$ cat config.mk
export PLATFORM = sky130hd
export DESIGN_NAME = motor_slave_request_handler
export DESIGN_NICKNAME = d
export VERILOG_FILES = /design/src/hdl/motor_slave_pkg.sv /design/src/hdl/motor_slave_request_handler.sv
export SDC_FILE = /design/constraint.sdc
export NUM_CORES = 1
export LEC_CHECK = 0
export ABC_AREA = 1
export BUFFER_PORTS_ARGS = -buffer_cell sky130_fd_sc_hd__buf_2
export CAP_MARGIN = 20
export CORE_AREA = 2 2 212 370
export CTS_CLUSTER_DIAMETER = 150
export DETAILED_ROUTE_END_ITERATION = 6
export DIE_AREA = 0 0 214 372
export PLACE_DENSITY_LB_ADDON = 0.15
export SETUP_SLACK_MARGIN = 0.15
export SLEW_MARGIN = 20
export SYNTH_ARGS = -nofsm -noshare
export SYNTH_HDL_FRONTEND = slang
export SYNTH_SLANG_ARGS = --single-unit
$ cat constraint.sdc
create_clock -name clk_i -period 9.3 [get_ports clk_i]
set_input_delay 1.86 -clock clk_i [delete_from_list [all_inputs] [get_ports clk_i]]
set_output_delay 1.86 -clock clk_i [all_outputs]
set_load 0.05 [all_outputs]
$ cat src/hdl/motor_slave_pkg.sv
// Constants and carrier types for the motor slave request handler
package motor_slave_pkg;
    // ----------------------------------------------------------------
    // Timing
    // ----------------------------------------------------------------
    localparam int CLK_HZ      = 100_000_000;
    localparam int TICK_HZ     = 512;
    localparam int TICK_CYCLES = CLK_HZ / TICK_HZ;
    // ----------------------------------------------------------------
    // Request codes and acknowledgments
    // ----------------------------------------------------------------
    localparam logic [7:0] CMD_STATE  = 8'h2A;
    localparam logic [7:0] CMD_STOP   = 8'h58;
    localparam logic [7:0] CMD_FILTER = 8'h46;
    localparam logic [7:0] CMD_PIN    = 8'h43;
    localparam logic [7:0] CMD_DOUT   = 8'h44;
    localparam logic [7:0] CMD_MOTOR  = 8'h4D;
    localparam logic [7:0] CMD_SLEW   = 8'h57;
    localparam logic [7:0] ACK_OK       = 8'h00;
    localparam logic [7:0] ACK_BAD_PORT = 8'h01;
    localparam logic [7:0] ACK_BAD_PARM = 8'h02;
    localparam logic [7:0] ACK_UNKNOWN  = 8'h03;
    // ----------------------------------------------------------------
    // Motor directions and limits
    // ----------------------------------------------------------------
    localparam logic [1:0] DIR_OFF = 2'h0;
    localparam logic [1:0] DIR_FWD = 2'h1;
    localparam logic [1:0] DIR_REV = 2'h2;
    localparam logic [7:0] MOTOR_MAX  = 8'h03;
    localparam logic [7:0] CHAN8_MAX  = 8'h07;
    localparam logic [7:0] PIN_MAX    = 8'h03;
    localparam logic [7:0] LPF_MAX    = 8'h0F;
    localparam logic [7:0] DOUT_MAX   = 8'h01;
    localparam logic [7:0] MODE_MAX   = 8'h0F;
    // ----------------------------------------------------------------
    // Reply layout: byte index = printed offset - REPLY_BASE
    // ----------------------------------------------------------------
    localparam int REPLY_BASE = 3;
    localparam int OFS_QUAD0  = 7;
    localparam int OFS_ERR0   = 10;
    localparam int OFS_QUAD1  = 11;
    localparam int OFS_ERR1   = 12;
    localparam int OFS_MOTOR  = 13;
    localparam int OFS_DIR    = 25;
    localparam int OFS_ANALOG = 27;
    localparam int OFS_LPF    = 43;
    localparam int STATE_LEN  = 44;
    localparam int RX_BYTES   = 4;
    // ----------------------------------------------------------------
    // Registers and reset values
    // ----------------------------------------------------------------
    localparam logic [3:0] REG_CTRL   = 4'h0;
    localparam logic [3:0] REG_STATUS = 4'h4;
    localparam int         CTRL_STOP  = 0;
    localparam int         CTRL_RUN   = 1;
    localparam logic [7:0] CTRL_RST   = 8'h02;
    localparam logic [7:0] SLEW_RST   = 8'hFF;
    localparam logic [7:0] PWM_RST    = 8'h00;
    localparam logic [3:0] NIB_RST    = 4'h0;
    // ----------------------------------------------------------------
    // Carriers
    // ----------------------------------------------------------------
    typedef struct packed {
        logic [1:0] dir;
        logic [7:0] pwm;
        logic       brake;
    } motor_drive_type;
    typedef struct packed {
        logic [15:0] count;
        logic [7:0]  errors;
    } quad_type;
endpackage

$ cat src/hdl/motor_slave_request_handler.sv
// Slave request handler: decodes motor, pin and filter requests and replies
`timescale 1ns/100ps
module motor_slave_request_handler
    import motor_slave_pkg::*;
#(
    parameter int TICK_DIV = TICK_CYCLES
) (
    input  wire logic                  clk_i,
    input  wire logic                  reset_n_i,
    input  wire logic                  rx_valid_i,
    input  wire logic [7:0]            rx_data_i,
    input  wire logic                  rx_last_i,
    output logic                       rx_ready_o,
    output logic                       tx_valid_o,
    output logic [7:0]                 tx_data_o,
    output logic                       tx_last_o,
    input  wire logic                  tx_ready_i,
    input  wire logic                  estop_i,
    input  wire logic [3:0]            din_i,
    input  wire quad_type [1:0]        quad_i,
    input  wire logic [7:0][15:0]      analog_i,
    output motor_drive_type [3:0]      motor_o,
    output logic [3:0][3:0]            pin_mode_o,
    output logic [7:0]                 dout_o,
    output logic [7:0][3:0]            lpf_o,
    input  wire logic [3:0]            reg_addr_i,
    input  wire logic [7:0]            reg_wdata_i,
    input  wire logic                  reg_wr_i,
    input  wire logic                  reg_rd_i,
    output logic [7:0]                 reg_rdata_o
);
    // ----------------------------------------------------------------
    // Declarations
    // ----------------------------------------------------------------
    typedef enum logic [1:0] {ST_RX, ST_EXEC, ST_TX} state_type;
    localparam int TW = $clog2(TICK_DIV + 1);

    state_type         state_q;
    logic [7:0]        rxb_q [RX_BYTES];
    logic [2:0]        rx_cnt_q;
    logic [5:0]        tx_idx_q;
    logic [7:0]        tx_data_q;
    logic              tx_state_q;
    logic [TW-1:0]     tick_cnt_q;
    logic              tick;
    logic [7:0]        ctrl_q;
    logic [1:0]        last_ack_q;
    logic              estop_q;
    logic [7:0]        rdata_q;
    logic [7:0]        goal_pwm_q [4];
    logic [7:0]        act_pwm_q  [4];
    logic [7:0]        slew_q     [4];
    logic [1:0]        goal_dir_q [4];
    logic [1:0]        act_dir_q  [4];
    logic [3:0]        pin_mode_q [4];
    logic [3:0]        lpf_q      [8];
    logic [3:0]        moving;
    logic [7:0]        st_byte    [STATE_LEN];

    // Request fields, command byte first
    wire logic [7:0] cmd = rxb_q[0];
    wire logic [7:0] ch  = rxb_q[1];
    wire logic [7:0] p1  = rxb_q[2];
    wire logic [7:0] p2  = rxb_q[3];
    wire logic       exec = (state_q == ST_EXEC);
    wire logic       tx_hs = (state_q == ST_TX) && tx_ready_i;
    wire logic       tx_end = tx_state_q ? (tx_idx_q == 6'(STATE_LEN - 1)) : 1'b1;

    // ----------------------------------------------------------------
    // Request decode and acknowledgment
    // ----------------------------------------------------------------
    // Ack code selection
    wire logic [7:0] ack_motor = (ch > MOTOR_MAX || p1 > {6'h0, DIR_REV}) ? ACK_BAD_PARM : ACK_OK;
    wire logic [7:0] ack_slew  = (ch > MOTOR_MAX || p1 == 8'h00) ? ACK_BAD_PARM : ACK_OK;
    wire logic [7:0] ack_filt  = (ch > CHAN8_MAX) ? ACK_BAD_PORT :
                                 (p1 > LPF_MAX) ? ACK_BAD_PARM : ACK_OK;
    wire logic [7:0] ack_dout  = (ch > CHAN8_MAX) ? ACK_BAD_PORT :
                                 (p1 > DOUT_MAX) ? ACK_BAD_PARM : ACK_OK;
    wire logic [7:0] ack_pin   = (ch > PIN_MAX) ? ACK_BAD_PORT :
                                 (p1 > MODE_MAX) ? ACK_BAD_PARM : ACK_OK;
    wire logic [7:0] ack_code  = (cmd == CMD_STOP)   ? ACK_OK    :
                                 (cmd == CMD_MOTOR)  ? ack_motor :
                                 (cmd == CMD_SLEW)   ? ack_slew  :
                                 (cmd == CMD_FILTER) ? ack_filt  :
                                 (cmd == CMD_DOUT)   ? ack_dout  :
                                 (cmd == CMD_PIN)    ? ack_pin   : ACK_UNKNOWN;
    wire logic       ack_ok    = exec && (ack_code == ACK_OK);
    wire logic       is_state  = (cmd == CMD_STATE);

    wire logic estop_edge = estop_i && !estop_q;
    wire logic soft_stop  = reg_wr_i && (reg_addr_i == REG_CTRL) && reg_wdata_i[CTRL_STOP];
    wire logic stop_all   = (ack_ok && cmd == CMD_STOP) || estop_edge || soft_stop;

    // ----------------------------------------------------------------
    // Packet sequencing
    // ----------------------------------------------------------------
    // Receive is closed while a reply drains, so the master sees back-pressure
    assign rx_ready_o = (state_q == ST_RX);
    assign tx_valid_o = (state_q == ST_TX);
    assign tx_data_o  = tx_data_q;
    assign tx_last_o  = (state_q == ST_TX) && tx_end;

    // Sequencer: gather bytes, execute once, then drain the reply
    always_ff @(posedge clk_i or negedge reset_n_i) begin
        if (!reset_n_i) begin
            state_q    <= ST_RX;
            rx_cnt_q   <= 3'h0;
            tx_idx_q   <= 6'h00;
            tx_data_q  <= 8'h00;
            tx_state_q <= 1'b0;
            last_ack_q <= 2'h0;
        end else begin
            case (state_q)
                ST_RX: begin
                    if (rx_valid_i) begin
                        rx_cnt_q <= rx_last_i ? 3'h0 :
                                    (rx_cnt_q < 3'(RX_BYTES)) ? rx_cnt_q + 3'h1 : rx_cnt_q;
                        if (rx_last_i) begin
                            state_q <= ST_EXEC;
                        end
                    end
                end
                ST_EXEC: begin
                    tx_state_q <= is_state;
                    tx_data_q  <= is_state ? CMD_STATE : ack_code;
                    tx_idx_q   <= 6'h00;
                    if (!is_state) begin
                        last_ack_q <= ack_code[1:0];
                    end
                    state_q <= ST_TX;
                end
                ST_TX: begin
                    if (tx_hs) begin
                        tx_idx_q  <= tx_idx_q + 6'h01;
                        tx_data_q <= tx_end ? 8'h00 : st_byte[6'(tx_idx_q + 6'h01)];
                        if (tx_end) begin
                            state_q <= ST_RX;
                        end
                    end
                end
                default: state_q <= ST_RX;
            endcase
        end
    end

    // Request byte store; bytes past the fourth are ignored
    always_ff @(posedge clk_i or negedge reset_n_i) begin
        if (!reset_n_i) begin
            for (int i = 0; i < RX_BYTES; i++) begin
                rxb_q[i] <= 8'h00;
            end
        end else if (rx_ready_o && rx_valid_i && rx_cnt_q < 3'(RX_BYTES)) begin
            rxb_q[rx_cnt_q[1:0]] <= rx_data_i;
        end
    end

    // ----------------------------------------------------------------
    // Slew tick, edge capture and software registers
    // ----------------------------------------------------------------
    assign tick = (tick_cnt_q == TW'(TICK_DIV - 1)) && ctrl_q[CTRL_RUN];

    // Tick divider; halting it freezes ramps for bench stepping
    always_ff @(posedge clk_i or negedge reset_n_i) begin
        if (!reset_n_i) begin
            tick_cnt_q <= '0;
            estop_q    <= 1'b0;
            ctrl_q     <= CTRL_RST;
            rdata_q    <= 8'h00;
        end else begin
            tick_cnt_q <= (tick_cnt_q == TW'(TICK_DIV - 1)) ? '0 : tick_cnt_q + TW'(1);
            estop_q    <= estop_i;
            if (reg_wr_i && reg_addr_i == REG_CTRL) begin
                ctrl_q <= reg_wdata_i & ~(8'h01 << CTRL_STOP);
            end
            rdata_q <= !reg_rd_i ? 8'h00 :
                       (reg_addr_i == REG_CTRL)   ? ctrl_q :
                       (reg_addr_i == REG_STATUS) ? {moving, 1'b0, (state_q != ST_RX),
                                                     last_ack_q} : 8'h00;
        end
    end
    assign reg_rdata_o = rdata_q;

    // ----------------------------------------------------------------
    // Per-motor goal and ramp
    // ----------------------------------------------------------------
    for (genvar m = 0; m < 4; m++) begin : g_motor
        // Motor set stores direction and goal
        wire logic set_we  = ack_ok && cmd == CMD_MOTOR && ch[1:0] == 2'(m);
        wire logic slew_we = ack_ok && cmd == CMD_SLEW && ch[1:0] == 2'(m);
        wire logic [7:0] up_gap = goal_pwm_q[m] - act_pwm_q[m];
        wire logic [7:0] dn_gap = act_pwm_q[m] - goal_pwm_q[m];
        wire logic [7:0] to_zero = (act_pwm_q[m] > slew_q[m]) ? act_pwm_q[m] - slew_q[m] : 8'h00;

        // Goal side; stop wins over a set in the same cycle
        always_ff @(posedge clk_i or negedge reset_n_i) begin
            if (!reset_n_i) begin
                goal_pwm_q[m] <= PWM_RST;
                goal_dir_q[m] <= DIR_OFF;
                slew_q[m]     <= SLEW_RST;
            end else begin
                if (stop_all) begin
                    goal_pwm_q[m] <= PWM_RST;
                end else if (set_we) begin
                    goal_pwm_q[m] <= p2;
                end
                if (set_we && !stop_all) begin
                    goal_dir_q[m] <= p1[1:0];
                end
                if (slew_we) begin
                    slew_q[m] <= p1;
                end
            end
        end

        // Ramp by slew, reverse only at zero
        always_ff @(posedge clk_i or negedge reset_n_i) begin
            if (!reset_n_i) begin
                act_pwm_q[m] <= PWM_RST;
                act_dir_q[m] <= DIR_OFF;
            end else if (tick) begin
                if (act_dir_q[m] != goal_dir_q[m]) begin
                    if (act_pwm_q[m] == 8'h00) begin
                        act_dir_q[m] <= goal_dir_q[m];
                    end else begin
                        act_pwm_q[m] <= to_zero;
                    end
                end else if (act_pwm_q[m] < goal_pwm_q[m]) begin
                    act_pwm_q[m] <= (up_gap > slew_q[m]) ? act_pwm_q[m] + slew_q[m]
                                                         : goal_pwm_q[m];
                end else begin
                    act_pwm_q[m] <= (dn_gap > slew_q[m]) ? act_pwm_q[m] - slew_q[m]
                                                         : goal_pwm_q[m];
                end
            end
        end

        assign motor_o[m].dir   = act_dir_q[m];
        assign motor_o[m].pwm   = act_pwm_q[m];
        assign motor_o[m].brake = (act_dir_q[m] == DIR_FWD || act_dir_q[m] == DIR_REV)
                                  && act_pwm_q[m] == 8'h00;
        assign moving[m] = (act_pwm_q[m] != goal_pwm_q[m]) || (act_dir_q[m] != goal_dir_q[m]);
        assign st_byte[OFS_MOTOR - REPLY_BASE + 3*m]     = goal_pwm_q[m];
        assign st_byte[OFS_MOTOR - REPLY_BASE + 3*m + 1] = act_pwm_q[m];
        assign st_byte[OFS_MOTOR - REPLY_BASE + 3*m + 2] = slew_q[m];
    end

    // ----------------------------------------------------------------
    // Pin modes, digital outputs and filters
    // ----------------------------------------------------------------
    // Port 16-19 pins and current filters kept here
    always_ff @(posedge clk_i or negedge reset_n_i) begin
        if (!reset_n_i) begin
            dout_o <= 8'h00;
            for (int i = 0; i < 4; i++) begin
                pin_mode_q[i] <= NIB_RST;
            end
            for (int i = 0; i < 8; i++) begin
                lpf_q[i] <= NIB_RST;
            end
        end else if (ack_ok) begin
            if (cmd == CMD_PIN) begin
                pin_mode_q[ch[1:0]] <= p1[3:0];
            end
            if (cmd == CMD_DOUT) begin
                dout_o[ch[2:0]] <= p1[0];
            end
            if (cmd == CMD_FILTER) begin
                lpf_q[ch[2:0]] <= p1[3:0];
            end
        end
    end

    // ----------------------------------------------------------------
    // State reply snapshot, indexed from offset 3
    // ----------------------------------------------------------------
    assign st_byte[0] = CMD_STATE;
    assign st_byte[1] = {pin_mode_q[1], pin_mode_q[0]};
    assign st_byte[2] = {pin_mode_q[3], pin_mode_q[2]};
    assign st_byte[3] = {4'h0, din_i};
    assign st_byte[OFS_QUAD0 - REPLY_BASE]     = quad_i[0].count[15:8];
    assign st_byte[OFS_QUAD0 - REPLY_BASE + 1] = quad_i[0].count[7:0];
    assign st_byte[OFS_QUAD0 - REPLY_BASE + 2] = 8'h00;
    assign st_byte[OFS_ERR0 - REPLY_BASE]      = quad_i[0].errors;
    assign st_byte[OFS_QUAD1 - REPLY_BASE]     = quad_i[1].count[7:0];
    assign st_byte[OFS_ERR1 - REPLY_BASE]      = quad_i[1].errors;
    assign st_byte[OFS_DIR - REPLY_BASE]     = {act_dir_q[1], goal_dir_q[1],
                                                act_dir_q[0], goal_dir_q[0]};
    assign st_byte[OFS_DIR - REPLY_BASE + 1] = {act_dir_q[3], goal_dir_q[3],
                                                act_dir_q[2], goal_dir_q[2]};
    for (genvar a = 0; a < 8; a++) begin : g_analog
        assign st_byte[OFS_ANALOG - REPLY_BASE + 2*a]     = analog_i[a][15:8];
        assign st_byte[OFS_ANALOG - REPLY_BASE + 2*a + 1] = analog_i[a][7:0];
        assign lpf_o[a] = lpf_q[a];
    end
    for (genvar f = 0; f < 4; f++) begin : g_filt
        assign st_byte[OFS_LPF - REPLY_BASE + f] = {lpf_q[2*f+1], lpf_q[2*f]};
        assign pin_mode_o[f] = pin_mode_q[f];
    end
endmodule

==> reports/results.ini <==
[sta]
worstMarginPinSlew_ps=1130
skew_ps=17.8
setup_tns_ps=0
layout_min_cycle_time_ps=4490
relSlewSlack=0.247
rsz0062_at_grt=false
setup_viol=0
drv_slew=0
hold_viol_final=0
clock.fmax_mhz=223
period_share=0.483

[logic_synthesis]
synth_top_family_by_area=simple AND/OR/NAND/NOR gates
postSynth.asyncResetShare=1.00
synth_warnings=0
seq_area_frac_synth=0.284
synthFlopType=dfrtp_1
syn_inst=3425
ys_ff_latch=256
syn_area_sq_um=22700
synth-compound-area-share=0.114
synth_area_leaders=dfrtp_1, nand2_1, ha_1, nand3_1, inv_1
muxShareOfSynthArea=0.00638
yosys.area.top_type=dfrtp_1
synth_edf_count=0
syn_area_per_cell_sq_um=6.64
synth_xor_area_frac=0.0320
syn-num-nets=3835
yosys.area_share.simple=0.355
synth-adder-area-share=0.116
synth_cell_types=49
yosysTopAreaCellShare=0.245

[die]
die_area_sq_um=79600
chipHeight_microns=372
initial_core_util=0.296
fp.coreArea_sq_um=76900
dieWidth_microns=214
placementRows=135
io_pins=327

[clock_network]
cts_hold_buf=0
post-cts-setup-buffers=0
clkSlewWorstSetupHoldPaths_ps=60
clock_latency_ps=620
cts_tree=built
cts_max_level=1
cts-root-buf=clkbuf_16
cts_buffer_depth=3
cts_buffers=30
clkSinkCount=256
cts-resized-gates=0

[global_routing]
grt_max_degree=173
grt_pass1_vias=23600
grt_overflow=0
grt_antenna_before_repair=2
grt_usage=0.239
grt_pass1_wl_microns=145000

[finish]
final_common_cell=nand2_1
drive_gt1_frac=0.130
most-common-layout-cells=nand2_1, nand3_1, inv_1
diodes=0
fill_cells=8571
nets=4085
area_growth_syn_to_layout_pct=15.8

[pwr]
swShare=0.530
peakVddDrop_v=0.000203
power_leakage_nw=14.1
seq_power_share=0.221
p_comb_frac=0.591
power.switching_mw=3.59
clock_power_share=0.188
total_power_mw=6.77
power_density_nw_per_um2=257
p_int_mw=3.18

[worst_setup_path]
cp.arrival_ps=2630
crit_required_ps=7440
cp_max_fo=8
critical_path_class=reg2out
start_kind=register
timing.critical_path.to_type=output port

[route]
routed-via-count=23700
viasPerCell=5.02
post-route-drc-count=0
drt_wl_total_microns=98400
ant_nets=0
first_pass_iters=5
wl_per_cell_microns=20.8
drt-initial-drc-count=1426

[placement]
post-dp-hpwl_microns=77600
io_buffers=318
gp_congestion=0.931

[min_path]
hold_path_class=reg2reg

[status]
status=completed

[flow_run]
drv_cap=0

## critical path: stages (launching register included)
cell and delay (ps):
dfrtp_1 560, nor2_1 170, inv_1 50, nor4_1 760, inv_1 100, nor2_1 110, buf_2 260
## cell families after synthesis
kind of cell    count (synthesis)
simple gates                 1892
compound gates                445
flops                         256
buf+inv                       536
xor+xnor                       81
fa+ha+maj                     202
mux                            13
## synth_stat cells, types with 4 or more instances
library cell and number:
buf_4 4, o22ai_1 4, clkinv_1 4, nor2_1 269
or2_2 16, nor4_1 7, dfstp_2 33, clkbuf_1 72
mux2_2 12, a22oi_1 5, o221ai_1 9, inv_1 402
nand4_1 75, nand3b_1 10, inv_2 6, fa_1 16
xnor2_1 13, dfrtp_1 223, ha_1 186, xor2_1 67
a21boi_0 4, o21a_1 16, nor2_2 4, a31oi_1 6
nor3_1 17, nand3_1 449, nand2_1 1032, o21bai_1 58
a21oi_1 178, nor2_4 5, buf_1 5, buf_2 39
o211ai_1 30, buf_6 4, o21ai_0 122
## metrics by stage
step,instances,util,hold slack [ps],area (sq um),setup WS [ps]
floorplan,3425,-,444,22700,5400
global placement,4669,0.329,454,25300,4990
detailed placement,4669,0.329,457,25300,5020
CTS,4725,0.342,467,26300,4700
global route,4726,0.343,483,26300,4580
finish,4726,0.343,462,26300,4810
## area by class of cell
type                    instances  area [sq um]  share of cell area
clock buffers                  41           843              0.0320
repair buffers                342          1810              0.0689
well taps                    1027          1280              0.0488
clock inverters                15           175             0.00665
multi-input cells            2633         14200               0.540
flip-flops and latches        256          6450               0.245
inverters                     412          1550              0.0587
## power by group through the flow
stage | clock network (mW) | registers [mW] | logic, mW
final | 1.27 | 1.50 | 4.00
after global placement | 0 | 1.52 | 3.98
after global routing | 1.34 | 1.52 | 4.44
after detailed placement | 0 | 1.52 | 3.99
after CTS | 1.30 | 1.50 | 4.00
after floorplan | 0 | 1.43 | 2.63
## state kept, by name, summed over array words and instances (netlist names), 16 cells and up
register	count
pin_mode_o	16
tick_cnt_q	18
motor_o	40
goal_pwm_q	32
slew_q	32
lpf_o	32
## layer usage
| layer | track usage | part of all wire |
|---|---|---|
| met5 | 0 | 0.00030 |
| met4 | 0.119 | 0.053 |
| met3 | 0.0263 | 0.040 |
| met2 | 0.459 | 0.53 |
| met1 | 0.259 | 0.38 |
## path summary, 6_finish.rpt
check | from | slack [ps] | endpoint | cells after the start
max | motor_o[4]$_DFFE_PN0P_ | 4810 | motor_o[0] | 6
min reg2reg | slew_q[7]$_DFFE_PN1P_ | 460 | slew_q[7]$_DFFE_PN1P_ | 2
max in group asynchronous | reset_n_i | 6530 | goal_pwm_q[19]$_DFFE_PN0P_ | 3
min | slew_q[7]$_DFFE_PN1P_ | 460 | slew_q[7]$_DFFE_PN1P_ | 2
max reg2reg | motor_o[24]$_DFFE_PN0P_ | 5080 | motor_o[29]$_DFFE_PN0P_ | 17
min in group asynchronous | reset_n_i | 1240 | motor_o[1]$_DFFE_PN0P_ | 1
Power figures use the tool's default switching activity.
